==> config.mk <==
export PLATFORM = sky130hd
export DESIGN_NAME = mrx_top
export DESIGN_NICKNAME = d
export VERILOG_FILES = /design/src/rtl/mrx_pkg.sv /design/src/rtl/mrx_top.sv /design/src/rtl/mrx_sync.sv /design/src/rtl/mrx_tick.sv
export VERILOG_INCLUDE_DIRS = /design/src /design/src/rtl
export SDC_FILE = /design/constraint.sdc
export NUM_CORES = 1
export LEC_CHECK = 0
export BUFFER_PORTS_ARGS = -buffer_cell sky130_fd_sc_hd__buf_2
export CORE_ASPECT_RATIO = 2
export CORE_MARGIN = 3
export CORE_UTILIZATION = 55
export CTS_CLUSTER_DIAMETER = 40
export DETAILED_ROUTE_END_ITERATION = 8
export GPL_TIMING_DRIVEN = 0
export PLACE_DENSITY = 0.79
export SKIP_CTS_REPAIR_TIMING = 1
export SKIP_LAST_GASP = 1
export SLEW_MARGIN = 20
export SYNTH_ARGS = -nofsm -noshare
export SYNTH_HDL_FRONTEND = slang
export SYNTH_SLANG_ARGS = --single-unit
==> constraint.sdc <==
create_clock -name I_CLOCK -period 3.4 [get_ports I_CLOCK]
set_input_delay 0.51 -clock I_CLOCK [delete_from_list [all_inputs] [get_ports I_CLOCK]]
set_output_delay 0.51 -clock I_CLOCK [all_outputs]
set_load 0.01 [all_outputs]
==> src/rtl/mrx_params.svh <==
// Purpose: named constants of the two-wire master receiver block
// Assumes: included by bare name from every design file that needs it
// Notes:   register byte addresses, control bit positions, status codes, timing
`ifndef MRX_PARAMS_SVH
`define MRX_PARAMS_SVH

// register byte addresses on the wishbone bus
`define MRX_ADR_CTRL    8'h00
`define MRX_ADR_STAT    8'h04
`define MRX_ADR_DATA    8'h08

// bit positions inside the control register
`define MRX_B_FLAG      7
`define MRX_B_ACKEN     6
`define MRX_B_START     5
`define MRX_B_STOP      4
`define MRX_B_WCOL      3
`define MRX_B_EN        2
`define MRX_B_IRQEN     0

// status codes, prescaler field always reads as zero
`define MRX_ST_START    8'h08
`define MRX_ST_RESTART  8'h10
`define MRX_ST_AW_ACK   8'h18
`define MRX_ST_AW_NACK  8'h20
`define MRX_ST_DW_ACK   8'h28
`define MRX_ST_DW_NACK  8'h30
`define MRX_ST_LOST     8'h38
`define MRX_ST_AR_ACK   8'h40
`define MRX_ST_AR_NACK  8'h48
`define MRX_ST_DR_ACK   8'h50
`define MRX_ST_DR_NACK  8'h58
`define MRX_ST_IDLE     8'hF8
`define MRX_ST_MASK     8'hF8

// reset values
`define MRX_RST_BYTE    8'h00
`define MRX_RST_DATA    8'hFF

// timing: quarter of one serial bit, and the system clock period
`define MRX_QUARTER_NS  2500
`define MRX_CLK_NS      10

// bit counter: eight data bits then the acknowledge bit
`define MRX_LAST_BIT    4'h8
`define MRX_ACK_BIT     4'h0

`endif

==> src/rtl/mrx_pkg.sv <==
// Purpose: shared types of the two-wire master receiver block
// Assumes: nothing
// Notes:   constants live in mrx_params.svh
package mrx_pkg;

	// bus engine states
	typedef enum logic [2:0] {
		MRX_IDLE,
		MRX_START,
		MRX_BYTE,
		MRX_HOLD,
		MRX_STOP,
		MRX_LOST
	} mrx_state_e;

endpackage

==> src/rtl/mrx_top.sv <==
// Purpose: master receiver of a byte-oriented two-wire serial interface
// Assumes: classic wishbone slave, open-drain lines with external pull-ups
// Notes:   master transmitter data path is kept minimal; no slave modes
//
// Behaviour
// RULE1: master only after START; read bit picks receiver
// RULE2: status codes read with prescaler bits zero
// RULE3: host requests START with flag, start, enable
// RULE4: writing one clears flag; zero leaves it
// RULE5: START waits until bus is free
// RULE6: START sent sets flag, status 0x08
// RULE7: host loads read address, clears flag
// RULE8: after address read, status 0x38/0x40/0x48
// RULE9: host reads byte only while flag set
// RULE10: last wanted byte answered with not-acknowledge
// RULE11: host requests STOP with stop bit
// RULE12: host requests repeated START with start bit
// RULE13: repeated START reports 0x10, keeps bus
// RULE14: from 0x10 write address switches to transmitter
// RULE15: lost arbitration releases bus or restarts
// RULE16: acknowledge enable chooses ACK or NACK next
// RULE17: received byte reports 0x50 or 0x58
// RULE18: 0x48/0x58 clear gives restart, stop, both
// RULE19: stop request clears itself after STOP
// RULE20: data write with flag low sets collision
// RULE21: interrupt while flag and irq enable set
// RULE22: serial clock held low while flag set; code releases it at once on lost arbitration (0x38)
`timescale 1ns/100ps
`include "mrx_params.svh"
module mrx_top #(
	parameter int QUARTER = `MRX_QUARTER_NS / `MRX_CLK_NS
) (
	input  wire logic        I_CLOCK,
	input  wire logic        I_RST_N,
	input  wire logic        I_WB_CYC,
	input  wire logic        I_WB_STB,
	input  wire logic        I_WB_WE,
	input  wire logic [7:0]  I_WB_ADR,
	input  wire logic [3:0]  I_WB_SEL,
	input  wire logic [31:0] I_WB_DAT,
	output logic      [31:0] O_WB_DAT,
	output logic             O_WB_ACK,
	input  wire logic        I_SCL,
	output logic             O_SCL,
	output logic             O_SCL_OE,
	input  wire logic        I_SDA,
	output logic             O_SDA,
	output logic             O_SDA_OE,
	output logic             O_IRQ
);

	mrx_pkg::mrx_state_e state;       // bus engine state
	logic [1:0]  step;                // quarter within the current bit or condition
	logic [3:0]  idx;                 // bit counter, 8 down to 0 (0 = ack)
	logic [7:0]  shreg;               // shift register, out at msb, in at lsb
	logic        rx_mode;             // address carried the read bit
	logic        addr_phase;          // the byte in flight is the address
	logic        ack_bit;             // level to drive on the ack bit when receiving
	logic        got_ack;             // slave acknowledged our byte
	logic        owner;               // this master holds the bus
	logic        busy;                // a transfer is running on the bus
	logic [7:0]  status;              // status code
	logic        flag;                // operation complete flag
	logic        ack_en;              // acknowledge enable
	logic        start_req;           // begin condition request
	logic        stop_req;            // halt condition request
	logic        wcol;                // write collision flag
	logic        enable;              // interface enable
	logic        irq_en;              // interrupt enable
	logic [7:0]  data;                // byte register
	logic        go;                  // flag was just cleared by the host
	logic        flag_set;            // engine finished a step
	logic        rx_load;             // engine received a data byte
	logic        stop_done;           // engine put STOP on the bus
	logic        tick;                // quarter-bit pulse
	logic [1:0]  lines;               // synchronised {scl, sda}
	logic [1:0]  lines_d;             // one cycle older copy for edge finding
	logic        scl_s;
	logic        sda_s;
	logic        tx_now;              // this byte is driven by us
	logic        bit_out;             // level we want on the data line
	logic        own_bit;             // a released one here must read back high
	logic        wb_req;              // valid bus request
	logic        wr_ok;               // write taken this edge
	logic [7:0]  wr_byte;

	assign scl_s   = lines[1];
	assign sda_s   = lines[0];
	assign wb_req  = I_WB_CYC & I_WB_STB;
	assign wr_ok   = wb_req & I_WB_WE & O_WB_ACK & I_WB_SEL[0];
	assign wr_byte = I_WB_DAT[7:0];
	assign tx_now  = addr_phase | ~rx_mode;
	assign bit_out = (idx != `MRX_ACK_BIT) ? (tx_now ? shreg[7] : 1'b1) : (tx_now ? 1'b1 : ack_bit);
	assign own_bit = (idx != `MRX_ACK_BIT) ? tx_now : ~tx_now;

	// pins pass two flip-flops before any logic reads them
	mrx_sync #(
		.WIDTH (2)
	) u_sync (
		.i_clk   (I_CLOCK),
		.i_rst_n (I_RST_N),
		.i_async ({I_SCL, I_SDA}),
		.o_sync  (lines)
	);

	// quarter-bit timing only while a sequence drives the lines
	mrx_tick #(
		.QUARTER (QUARTER)
	) u_tick (
		.i_clk   (I_CLOCK),
		.i_rst_n (I_RST_N),
		.i_run   (state == mrx_pkg::MRX_START || state == mrx_pkg::MRX_BYTE || state == mrx_pkg::MRX_STOP),
		.o_tick  (tick)
	);

	// bus free detection from START and STOP seen on the lines
	always_ff @(posedge I_CLOCK or negedge I_RST_N) begin
		if (!I_RST_N) begin
			lines_d <= 2'h3;
			busy    <= 1'b0;
		end else begin
			lines_d <= lines;
			if (scl_s && lines_d[1] && lines_d[0] && !sda_s) begin
				busy <= 1'b1;    // falling data with clock high
			end else if (scl_s && lines_d[1] && !lines_d[0] && sda_s) begin
				busy <= 1'b0;    // rising data with clock high
			end
		end
	end

	// wishbone: ack one cycle after the request, write commits on the ack edge
	always_ff @(posedge I_CLOCK or negedge I_RST_N) begin
		if (!I_RST_N) begin
			O_WB_ACK <= 1'b0;
			O_WB_DAT <= 32'h00000000;
		end else begin
			O_WB_ACK <= wb_req & ~O_WB_ACK;
			if (wb_req && !O_WB_ACK) begin
				unique case (I_WB_ADR)
					`MRX_ADR_CTRL: O_WB_DAT <= {24'h000000, flag, ack_en, start_req, stop_req, wcol, enable, 1'b0, irq_en};
					`MRX_ADR_STAT: O_WB_DAT <= {24'h000000, status & `MRX_ST_MASK}; // [RULE2]
					`MRX_ADR_DATA: O_WB_DAT <= {24'h000000, data}; // [RULE9]
					default:       O_WB_DAT <= 32'h00000000;        // unmapped reads zero
				endcase
			end
		end
	end

	// control register; hardware set of the flag wins over a host clear
	always_ff @(posedge I_CLOCK or negedge I_RST_N) begin
		if (!I_RST_N) begin
			flag      <= 1'b0;
			ack_en    <= 1'b0;
			start_req <= 1'b0;
			stop_req  <= 1'b0;
			enable    <= 1'b0;
			irq_en    <= 1'b0;
			go        <= 1'b0;
		end else begin
			go <= wr_ok && I_WB_ADR == `MRX_ADR_CTRL && wr_byte[`MRX_B_FLAG] && flag; // [RULE4]
			if (flag_set) begin
				flag <= 1'b1;
			end else if (wr_ok && I_WB_ADR == `MRX_ADR_CTRL && wr_byte[`MRX_B_FLAG]) begin
				flag <= 1'b0;    // a written zero leaves the flag alone [RULE4]
			end
			if (wr_ok && I_WB_ADR == `MRX_ADR_CTRL) begin
				ack_en    <= wr_byte[`MRX_B_ACKEN];
				start_req <= wr_byte[`MRX_B_START];
				enable    <= wr_byte[`MRX_B_EN];
				irq_en    <= wr_byte[`MRX_B_IRQEN];
			end
			if (stop_done) begin
				stop_req <= 1'b0;    // [RULE19]
			end else if (wr_ok && I_WB_ADR == `MRX_ADR_CTRL) begin
				stop_req <= wr_byte[`MRX_B_STOP];
			end
		end
	end

	// byte register and collision flag
	always_ff @(posedge I_CLOCK or negedge I_RST_N) begin
		if (!I_RST_N) begin
			data <= `MRX_RST_DATA;
			wcol <= 1'b0;
		end else if (rx_load) begin
			data <= shreg;    // received byte visible with the flag [RULE17]
		end else if (wr_ok && I_WB_ADR == `MRX_ADR_DATA) begin
			if (flag) begin
				data <= wr_byte;
				wcol <= 1'b0;
			end else begin
				wcol <= 1'b1;    // write discarded [RULE20]
			end
		end
	end

	// interrupt request follows the flag; registered so the pin is a flop
	always_ff @(posedge I_CLOCK or negedge I_RST_N) begin
		if (!I_RST_N) begin
			O_IRQ <= 1'b0;
		end else begin
			O_IRQ <= flag & irq_en;    // [RULE21]
		end
	end

	// open-drain pins only ever pull low
	always_ff @(posedge I_CLOCK or negedge I_RST_N) begin
		if (!I_RST_N) begin
			O_SCL <= 1'b0;
			O_SDA <= 1'b0;
		end else begin
			O_SCL <= 1'b0;
			O_SDA <= 1'b0;
		end
	end

	// bus engine: conditions, bits and the decision on each flag clear
	always_ff @(posedge I_CLOCK or negedge I_RST_N) begin
		if (!I_RST_N) begin
			state      <= mrx_pkg::MRX_IDLE;
			step       <= 2'h0;
			idx        <= 4'h0;
			shreg      <= `MRX_RST_BYTE;
			rx_mode    <= 1'b0;
			addr_phase <= 1'b0;
			ack_bit    <= 1'b1;
			got_ack    <= 1'b0;
			owner      <= 1'b0;
			status     <= `MRX_ST_IDLE;
			O_SCL_OE   <= 1'b0;
			O_SDA_OE   <= 1'b0;
			flag_set   <= 1'b0;
			rx_load    <= 1'b0;
			stop_done  <= 1'b0;
		end else begin
			flag_set  <= 1'b0;
			rx_load   <= 1'b0;
			stop_done <= 1'b0;
			if (!enable) begin
				// disabled: let go of everything at once
				state    <= mrx_pkg::MRX_IDLE;
				owner    <= 1'b0;
				status   <= `MRX_ST_IDLE;
				O_SCL_OE <= 1'b0;
				O_SDA_OE <= 1'b0;
			end else begin
				unique case (state)
					mrx_pkg::MRX_IDLE: begin
						// never master without a START first [RULE1]
						if (start_req && !flag && !busy) begin    // [RULE5]
							state <= mrx_pkg::MRX_START;
							step  <= 2'h0;
						end
					end
					mrx_pkg::MRX_START: if (tick) begin
						unique case (step)
							2'h0: O_SDA_OE <= 1'b0;
							2'h1: O_SCL_OE <= 1'b0;
							2'h2: if (scl_s) O_SDA_OE <= 1'b1;
							2'h3: begin
								O_SCL_OE <= 1'b1;
								status   <= owner ? `MRX_ST_RESTART : `MRX_ST_START; // [RULE6] [RULE13]
								owner    <= 1'b1;
								flag_set <= 1'b1;
								state    <= mrx_pkg::MRX_HOLD;
							end
						endcase
						if (step != 2'h2 || scl_s) step <= step + 2'h1;
					end
					mrx_pkg::MRX_HOLD: if (go) begin
						// clock stays low until the host clears the flag [RULE22]
						if (status == `MRX_ST_START || status == `MRX_ST_RESTART) begin
							shreg      <= data;
							rx_mode    <= data[0];    // read bit: receiver, else transmitter [RULE1] [RULE14]
							addr_phase <= 1'b1;
							idx        <= `MRX_LAST_BIT;
							step       <= 2'h0;
							state      <= mrx_pkg::MRX_BYTE;
						end else if (stop_req) begin
							state <= mrx_pkg::MRX_STOP;    // start also set: START follows from idle [RULE18]
							step  <= 2'h0;
						end else if (start_req) begin
							state <= mrx_pkg::MRX_START;    // repeated START [RULE18]
							step  <= 2'h0;
						end else begin
							shreg   <= data;
							ack_bit <= ~ack_en;    // zero drives ACK, one leaves NACK [RULE16] [RULE10]
							idx     <= `MRX_LAST_BIT;
							step    <= 2'h0;
							state   <= mrx_pkg::MRX_BYTE;
						end
					end
					mrx_pkg::MRX_BYTE: if (tick) begin
						unique case (step)
							2'h0: begin
								O_SDA_OE <= ~bit_out;
								step     <= 2'h1;
							end
							2'h1: begin
								O_SCL_OE <= 1'b0;
								step     <= 2'h2;
							end
							2'h2: if (scl_s) begin
								if (own_bit && bit_out && !sda_s) begin
									// another master pulled low: give up the bus [RULE15]
									O_SCL_OE <= 1'b0;
									O_SDA_OE <= 1'b0;
									owner    <= 1'b0;
									status   <= `MRX_ST_LOST;    // [RULE8]
									flag_set <= 1'b1;
									state    <= mrx_pkg::MRX_LOST;
								end else begin
									if (idx != `MRX_ACK_BIT) shreg <= {shreg[6:0], sda_s};
									else got_ack <= ~sda_s;
									step <= 2'h3;
								end
							end
							2'h3: begin
								O_SCL_OE <= 1'b1;
								step     <= 2'h0;
								if (idx != `MRX_ACK_BIT) begin
									idx <= idx - 4'h1;
								end else begin
									O_SDA_OE   <= 1'b0;
									addr_phase <= 1'b0;
									flag_set   <= 1'b1;
									state      <= mrx_pkg::MRX_HOLD;
									if (addr_phase && rx_mode) begin
										status <= got_ack ? `MRX_ST_AR_ACK : `MRX_ST_AR_NACK; // [RULE8]
									end else if (addr_phase) begin
										status <= got_ack ? `MRX_ST_AW_ACK : `MRX_ST_AW_NACK; // [RULE14]
									end else if (rx_mode) begin
										status  <= ack_bit ? `MRX_ST_DR_NACK : `MRX_ST_DR_ACK; // [RULE17]
										rx_load <= 1'b1;
									end else begin
										status <= got_ack ? `MRX_ST_DW_ACK : `MRX_ST_DW_NACK;
									end
								end
							end
						endcase
					end
					mrx_pkg::MRX_STOP: if (tick) begin
						unique case (step)
							2'h0: O_SDA_OE <= 1'b1;
							2'h1: O_SCL_OE <= 1'b0;
							2'h2: if (scl_s) O_SDA_OE <= 1'b0;
							2'h3: begin
								stop_done <= 1'b1;
								owner     <= 1'b0;
								status    <= `MRX_ST_IDLE;
								state     <= mrx_pkg::MRX_IDLE;
							end
						endcase
						if (step != 2'h2 || scl_s) step <= step + 2'h1;
					end
					mrx_pkg::MRX_LOST: if (go) begin
						// idle retries START once free if start is set [RULE15]
						status <= `MRX_ST_IDLE;
						state  <= mrx_pkg::MRX_IDLE;
					end
					default: state <= mrx_pkg::MRX_IDLE;
				endcase
			end
		end
	end

endmodule

==> src/rtl/mrx_sync.sv <==
// Purpose: two flip-flop synchroniser for levels from outside the clock domain
// Assumes: inputs are slow levels compared to the clock
// Notes:   the first stage feeds only the second stage
`timescale 1ns/100ps
module mrx_sync #(
	parameter int WIDTH = 2
) (
	input  wire logic             i_clk,
	input  wire logic             i_rst_n,
	input  wire logic [WIDTH-1:0] i_async,
	output logic      [WIDTH-1:0] o_sync
);

	logic [WIDTH-1:0] meta;   // first stage, read only by the second

	// lines idle high, so reset to ones to avoid a false edge
	always_ff @(posedge i_clk or negedge i_rst_n) begin
		if (!i_rst_n) begin
			meta   <= '1;
			o_sync <= '1;
		end else begin
			meta   <= i_async;
			o_sync <= meta;
		end
	end

endmodule

==> src/rtl/mrx_tick.sv <==
// Purpose: quarter-bit tick for the serial line sequencer
// Assumes: i_run is high while a bus sequence is in progress
// Notes:   counter restarts whenever i_run drops, so each sequence starts aligned
`timescale 1ns/100ps
module mrx_tick #(
	parameter int QUARTER = 250
) (
	input  wire logic i_clk,
	input  wire logic i_rst_n,
	input  wire logic i_run,
	output logic      o_tick
);

	logic [15:0] count;   // cycles elapsed in the current quarter

	// count quarters, one-cycle pulse at the end of each
	always_ff @(posedge i_clk or negedge i_rst_n) begin
		if (!i_rst_n) begin
			count  <= 16'h0000;
			o_tick <= 1'b0;
		end else if (!i_run) begin
			count  <= 16'h0000;
			o_tick <= 1'b0;
		end else if (count == 16'(QUARTER - 1)) begin
			count  <= 16'h0000;
			o_tick <= 1'b1;
		end else begin
			count  <= count + 16'h0001;
			o_tick <= 1'b0;
		end
	end

endmodule

==> impl_summary.log <==
INFO  metric relative_slew_margins = 0.271
INFO  metric final_cells = about 670
INFO  metric final.period_utilization = 0.938
INFO  metric critPathBufInv = 3
INFO  metric gr-total-overflow = 0
INFO  metric vias_per_cell = 5.82
INFO  metric dp.final_hpwl = between 9000 and 10,000 um
INFO  metric postRouteWirelength = approximately 12,000 um
INFO  metric status = finished clean
INFO  metric critical_path.slowest_cell = sky130_fd_sc_hd__a2111oi_4
INFO  metric rsz0062_at_grt = no
INFO  metric regToRegStartpoint = idx[0]$_DFFE_PN0P_
INFO  metric clkSinkCount = a little over 80
INFO  metric post_route_drc = 0
INFO  metric critical-path-top-delay-family = compound AO/OA/AOI/OAI gates
INFO  metric min-delay-path-class = input pin to asynchronous set/reset pin
INFO  metric drt-initial-drc-count = ~320
INFO  metric synth_edf_count = 0
INFO  metric fraction_of_final_layout_cells_with_drive_strength_greater_than_1 = 0.208
INFO  metric detailed_place.area = approximately 5000 um2
INFO  metric startpoint_type = flip-flop
INFO  metric grt_start_max_net_pins = between 40 and 50
INFO  metric worst_r2r_endpoint = status[7]$_DFFE_PN1P_
INFO  metric yosys_register_bits = 82
INFO  metric detailroute.via_count = around 3,900
INFO  metric critPathRequiredTime = 3.67 ns
INFO  metric avgRoutedWirePerCell = 18.3 um
INFO  metric slew_violations = 0
INFO  metric ctsHtreeMaxLevel = 3
INFO  metric antenna_cells_inserted = 0
INFO  metric synth.top_cell.area_share = 0.336
INFO  metric area.growth.synth_to_final = 14.9%
INFO  metric timing.final.crit_period = approximately 3.2 ns
INFO  metric crit_fanout = 10
INFO  metric ff2ff_setup_slack = 0.21 ns
INFO  metric finish.instance_area = approximately 5300 um2
INFO  metric synth.top_cells.by_area = sky130_fd_sc_hd__dfrtp_1 (34%), sky130_fd_sc_hd__dfstp_2 (11%), sky130_fd_sc_hd__nand2_1 (6.0%), sky130_fd_sc_hd__o21ai_0 (5.2%), sky130_fd_sc_hd__mux2i_1 (4.3%)
INFO  metric core_region_area = between 8000 and 9000 um2
INFO  metric final_hold_slack = around 0.14 ns
INFO  metric total_leakage_power = between 2 and 2.5 nW
INFO  metric async_reset_ff_frac = 1.00
INFO  metric worst_setup_path_endpoint = status[7]$_DFFE_PN1P_
INFO  metric die_height = 136 um
INFO  metric vdd_drop_max = approximately 290 uV
INFO  metric place_congestion = 1.00
INFO  metric worstPathCellList = inv_1 > ha_1 > or3b_4 > clkinv_4 > ha_1 > a2111oi_4 > a311oi_1 > clkbuf_1 > nor2_1 > mux2_2
INFO  metric worst_path_largest_cell_delay = approximately 0.46 ns
INFO  metric netlist.top_cell.by_area = sky130_fd_sc_hd__dfrtp_1
INFO  metric io_buffers = 33
INFO  metric cts_made_buffers = 9
INFO  metric tightestPinTransition = 1.09 ns
INFO  metric hold_viol = 0
INFO  metric critical_path.endpoint_type = flip-flop
INFO  metric postSynthAreaPerCell = 9.31 um2
INFO  metric io_pins = 89
INFO  metric final_util = 0.658
INFO  metric worstSkewPairLatency = ~0.34 ns
INFO  metric grt_pass1_vias = about 4,000
INFO  metric critical_path_depth = 10
INFO  metric grt.total_usage = 0.264
INFO  metric timing.setup.tns = 0 ns
INFO  metric power_density = 380 nW/um2
INFO  metric initial_core_util = 0.573
INFO  metric worst_setup_path_startpoint = idx[0]$_DFFE_PN0P_
INFO  metric floorplan.rows = 46
INFO  metric drtPass1Iterations = 4
INFO  metric design.final.nets = 627
INFO  metric global_route_wire_length_before_repair = around 19,000 um
INFO  metric numPlacedInstances = 651
INFO  metric root_buffer_master = sky130_fd_sc_hd__clkbuf_16
INFO  metric skew = 0.00700 ns
INFO  metric critical-path-top-cell-by-count = sky130_fd_sc_hd__ha_1
INFO  metric ys.warnings.count = 0
INFO  metric cts_tree = done
INFO  metric setup.worst_path.class = flip-flop to flip-flop
INFO  metric clkTransAtPathRegs = ~0.060 ns
INFO  metric max_cap_violations = 0
INFO  metric post_synth_instance_area = about 4600 um2
INFO  metric reg2regPathDepth = 10
INFO  metric final_report_setup_violation_count = 0
INFO  metric yosys.cell_types.count = 54
INFO  metric timing.fmax = roughly 310 MHz
INFO  metric mostFrequentLayoutCell = sky130_fd_sc_hd__nand2_1
INFO  metric count_of_mapped_cells_out_of_synthesis = between 400 and 500
INFO  metric synth_seq_area_share = 0.450
INFO  metric die_width = ~71 um
INFO  metric floorplan.die_area = about 9600 um2
INFO  metric antenna_violating_nets_post_route = 0
INFO  metric final_cell_mix = sky130_fd_sc_hd__nand2_1 (74), sky130_fd_sc_hd__dfrtp_1 (62), sky130_fd_sc_hd__o21ai_0 (48), sky130_fd_sc_hd__nor2_1 (32), sky130_fd_sc_hd__buf_2 (32)
INFO  metric antenna_violations_before_repair = 0
INFO  metric cp.arrival = approximately 3.5 ns
INFO  metric yosys_most_used_dff = sky130_fd_sc_hd__dfrtp_1
INFO  metric ctsLongestPathBuffers = 2
flip-flops by register name (all words and copies together) (netlist names), 2 cells and up:
| register | count |
|---|---|
| idx | 4 |
| status | 5 |
| u_tick.count | 16 |
| u_sync.o_sync | 2 |
| u_sync.meta | 2 |
| lines_d | 2 |
| data | 8 |
| O_WB_DAT | 8 |
| state | 3 |
| step | 2 |
| shreg | 8 |
per-layer routing:
layer | track usage | share of wire | vias up
met5 | 0 | 0 | -
li1 | - | - | 1829
met1 | 0.234 | 0.32 | 1853
met2 | 0.490 | 0.56 | 138
met4 | 0.217 | 0.076 | 0
met3 | 0.0535 | 0.042 | 60
kinds of logic (layout without fill, tap and decap cells):
family,count (synthesis),in the layout,share of synthesized area
adders and majority gates,10,10,0.0271
muxes,36,36,0.0824
xor gates and xnor gates,15,15,0.0285
and+or+nand+nor,177,177,0.184
DFF,82,82,0.450
other,1,26,0.000812
buffers and inverters,64,114,0.0743
AOI/OAI and AO/OA,111,111,0.153
layout make-up:
cell class,instances,area (um2)
buffer,49,282
clock buffer,10,239
clock inverter,6,41.3
fill,686,2750
inverter,15,61.3
multi-input combinational,375,2300
sequential,82,2080
tap,96,120
timing repair buffer,34,188
worst min-delay path by stage:
| stage | slack, ns | endpoint |
|---|---|---|
| after floorplan | 0.21 | O_IRQ$_DFF_PN0_ |
| after global placement | 0.35 | u_sync.o_sync[0]$_DFF_PN1_ |
| after detailed placement | 0.35 | u_sync.o_sync[0]$_DFF_PN1_ |
| after CTS | 0.16 | O_WB_ACK$_DFF_PN0_ |
| after global routing | 0.17 | O_WB_DAT[1]$_DFFE_PN0P_ |
| final | 0.14 | O_WB_ACK$_DFF_PN0_ |
power by group:
group | internal (mW) | switching (mW)
combinational | 0.0413 | 0.0606
clock | 0.514 | 0.408
sequential | 0.986 | 0.00510
stage by stage:
step / power [mW] / setup WS, ns
floorplan: 1.06 / 0.638
global placement: 1.10 / 0.228
detailed placement: 1.11 / 0.196
CTS: 2.02 / 0.180
global route: 2.07 / 0.0688
finish: 2.02 / 0.209
Yosys cell counts (5+ instances only):
cell and instances:
sky130_fd_sc_hd__o21ai_0 48, sky130_fd_sc_hd__nor2b_1 6, sky130_fd_sc_hd__nand2_1 74, sky130_fd_sc_hd__buf_4 26, sky130_fd_sc_hd__dfrtp_1 62, sky130_fd_sc_hd__dfstp_2 20, sky130_fd_sc_hd__mux2_2 16, sky130_fd_sc_hd__a31oi_1 5
sky130_fd_sc_hd__ha_1 10, sky130_fd_sc_hd__inv_1 14, sky130_fd_sc_hd__mux2i_1 20, sky130_fd_sc_hd__xnor2_1 7, sky130_fd_sc_hd__nand2b_1 6, sky130_fd_sc_hd__a21oi_1 18, sky130_fd_sc_hd__a22o_1 5, sky130_fd_sc_hd__clkbuf_1 19
sky130_fd_sc_hd__a211oi_1 5, sky130_fd_sc_hd__nand3_1 14, sky130_fd_sc_hd__nand4_1 7, sky130_fd_sc_hd__or3_1 5, sky130_fd_sc_hd__nor2_1 32, sky130_fd_sc_hd__nor3_1 7, sky130_fd_sc_hd__xor2_1 8, sky130_fd_sc_hd__o31ai_1 6
No activity file was read; power rests on OpenSTA's default activity.
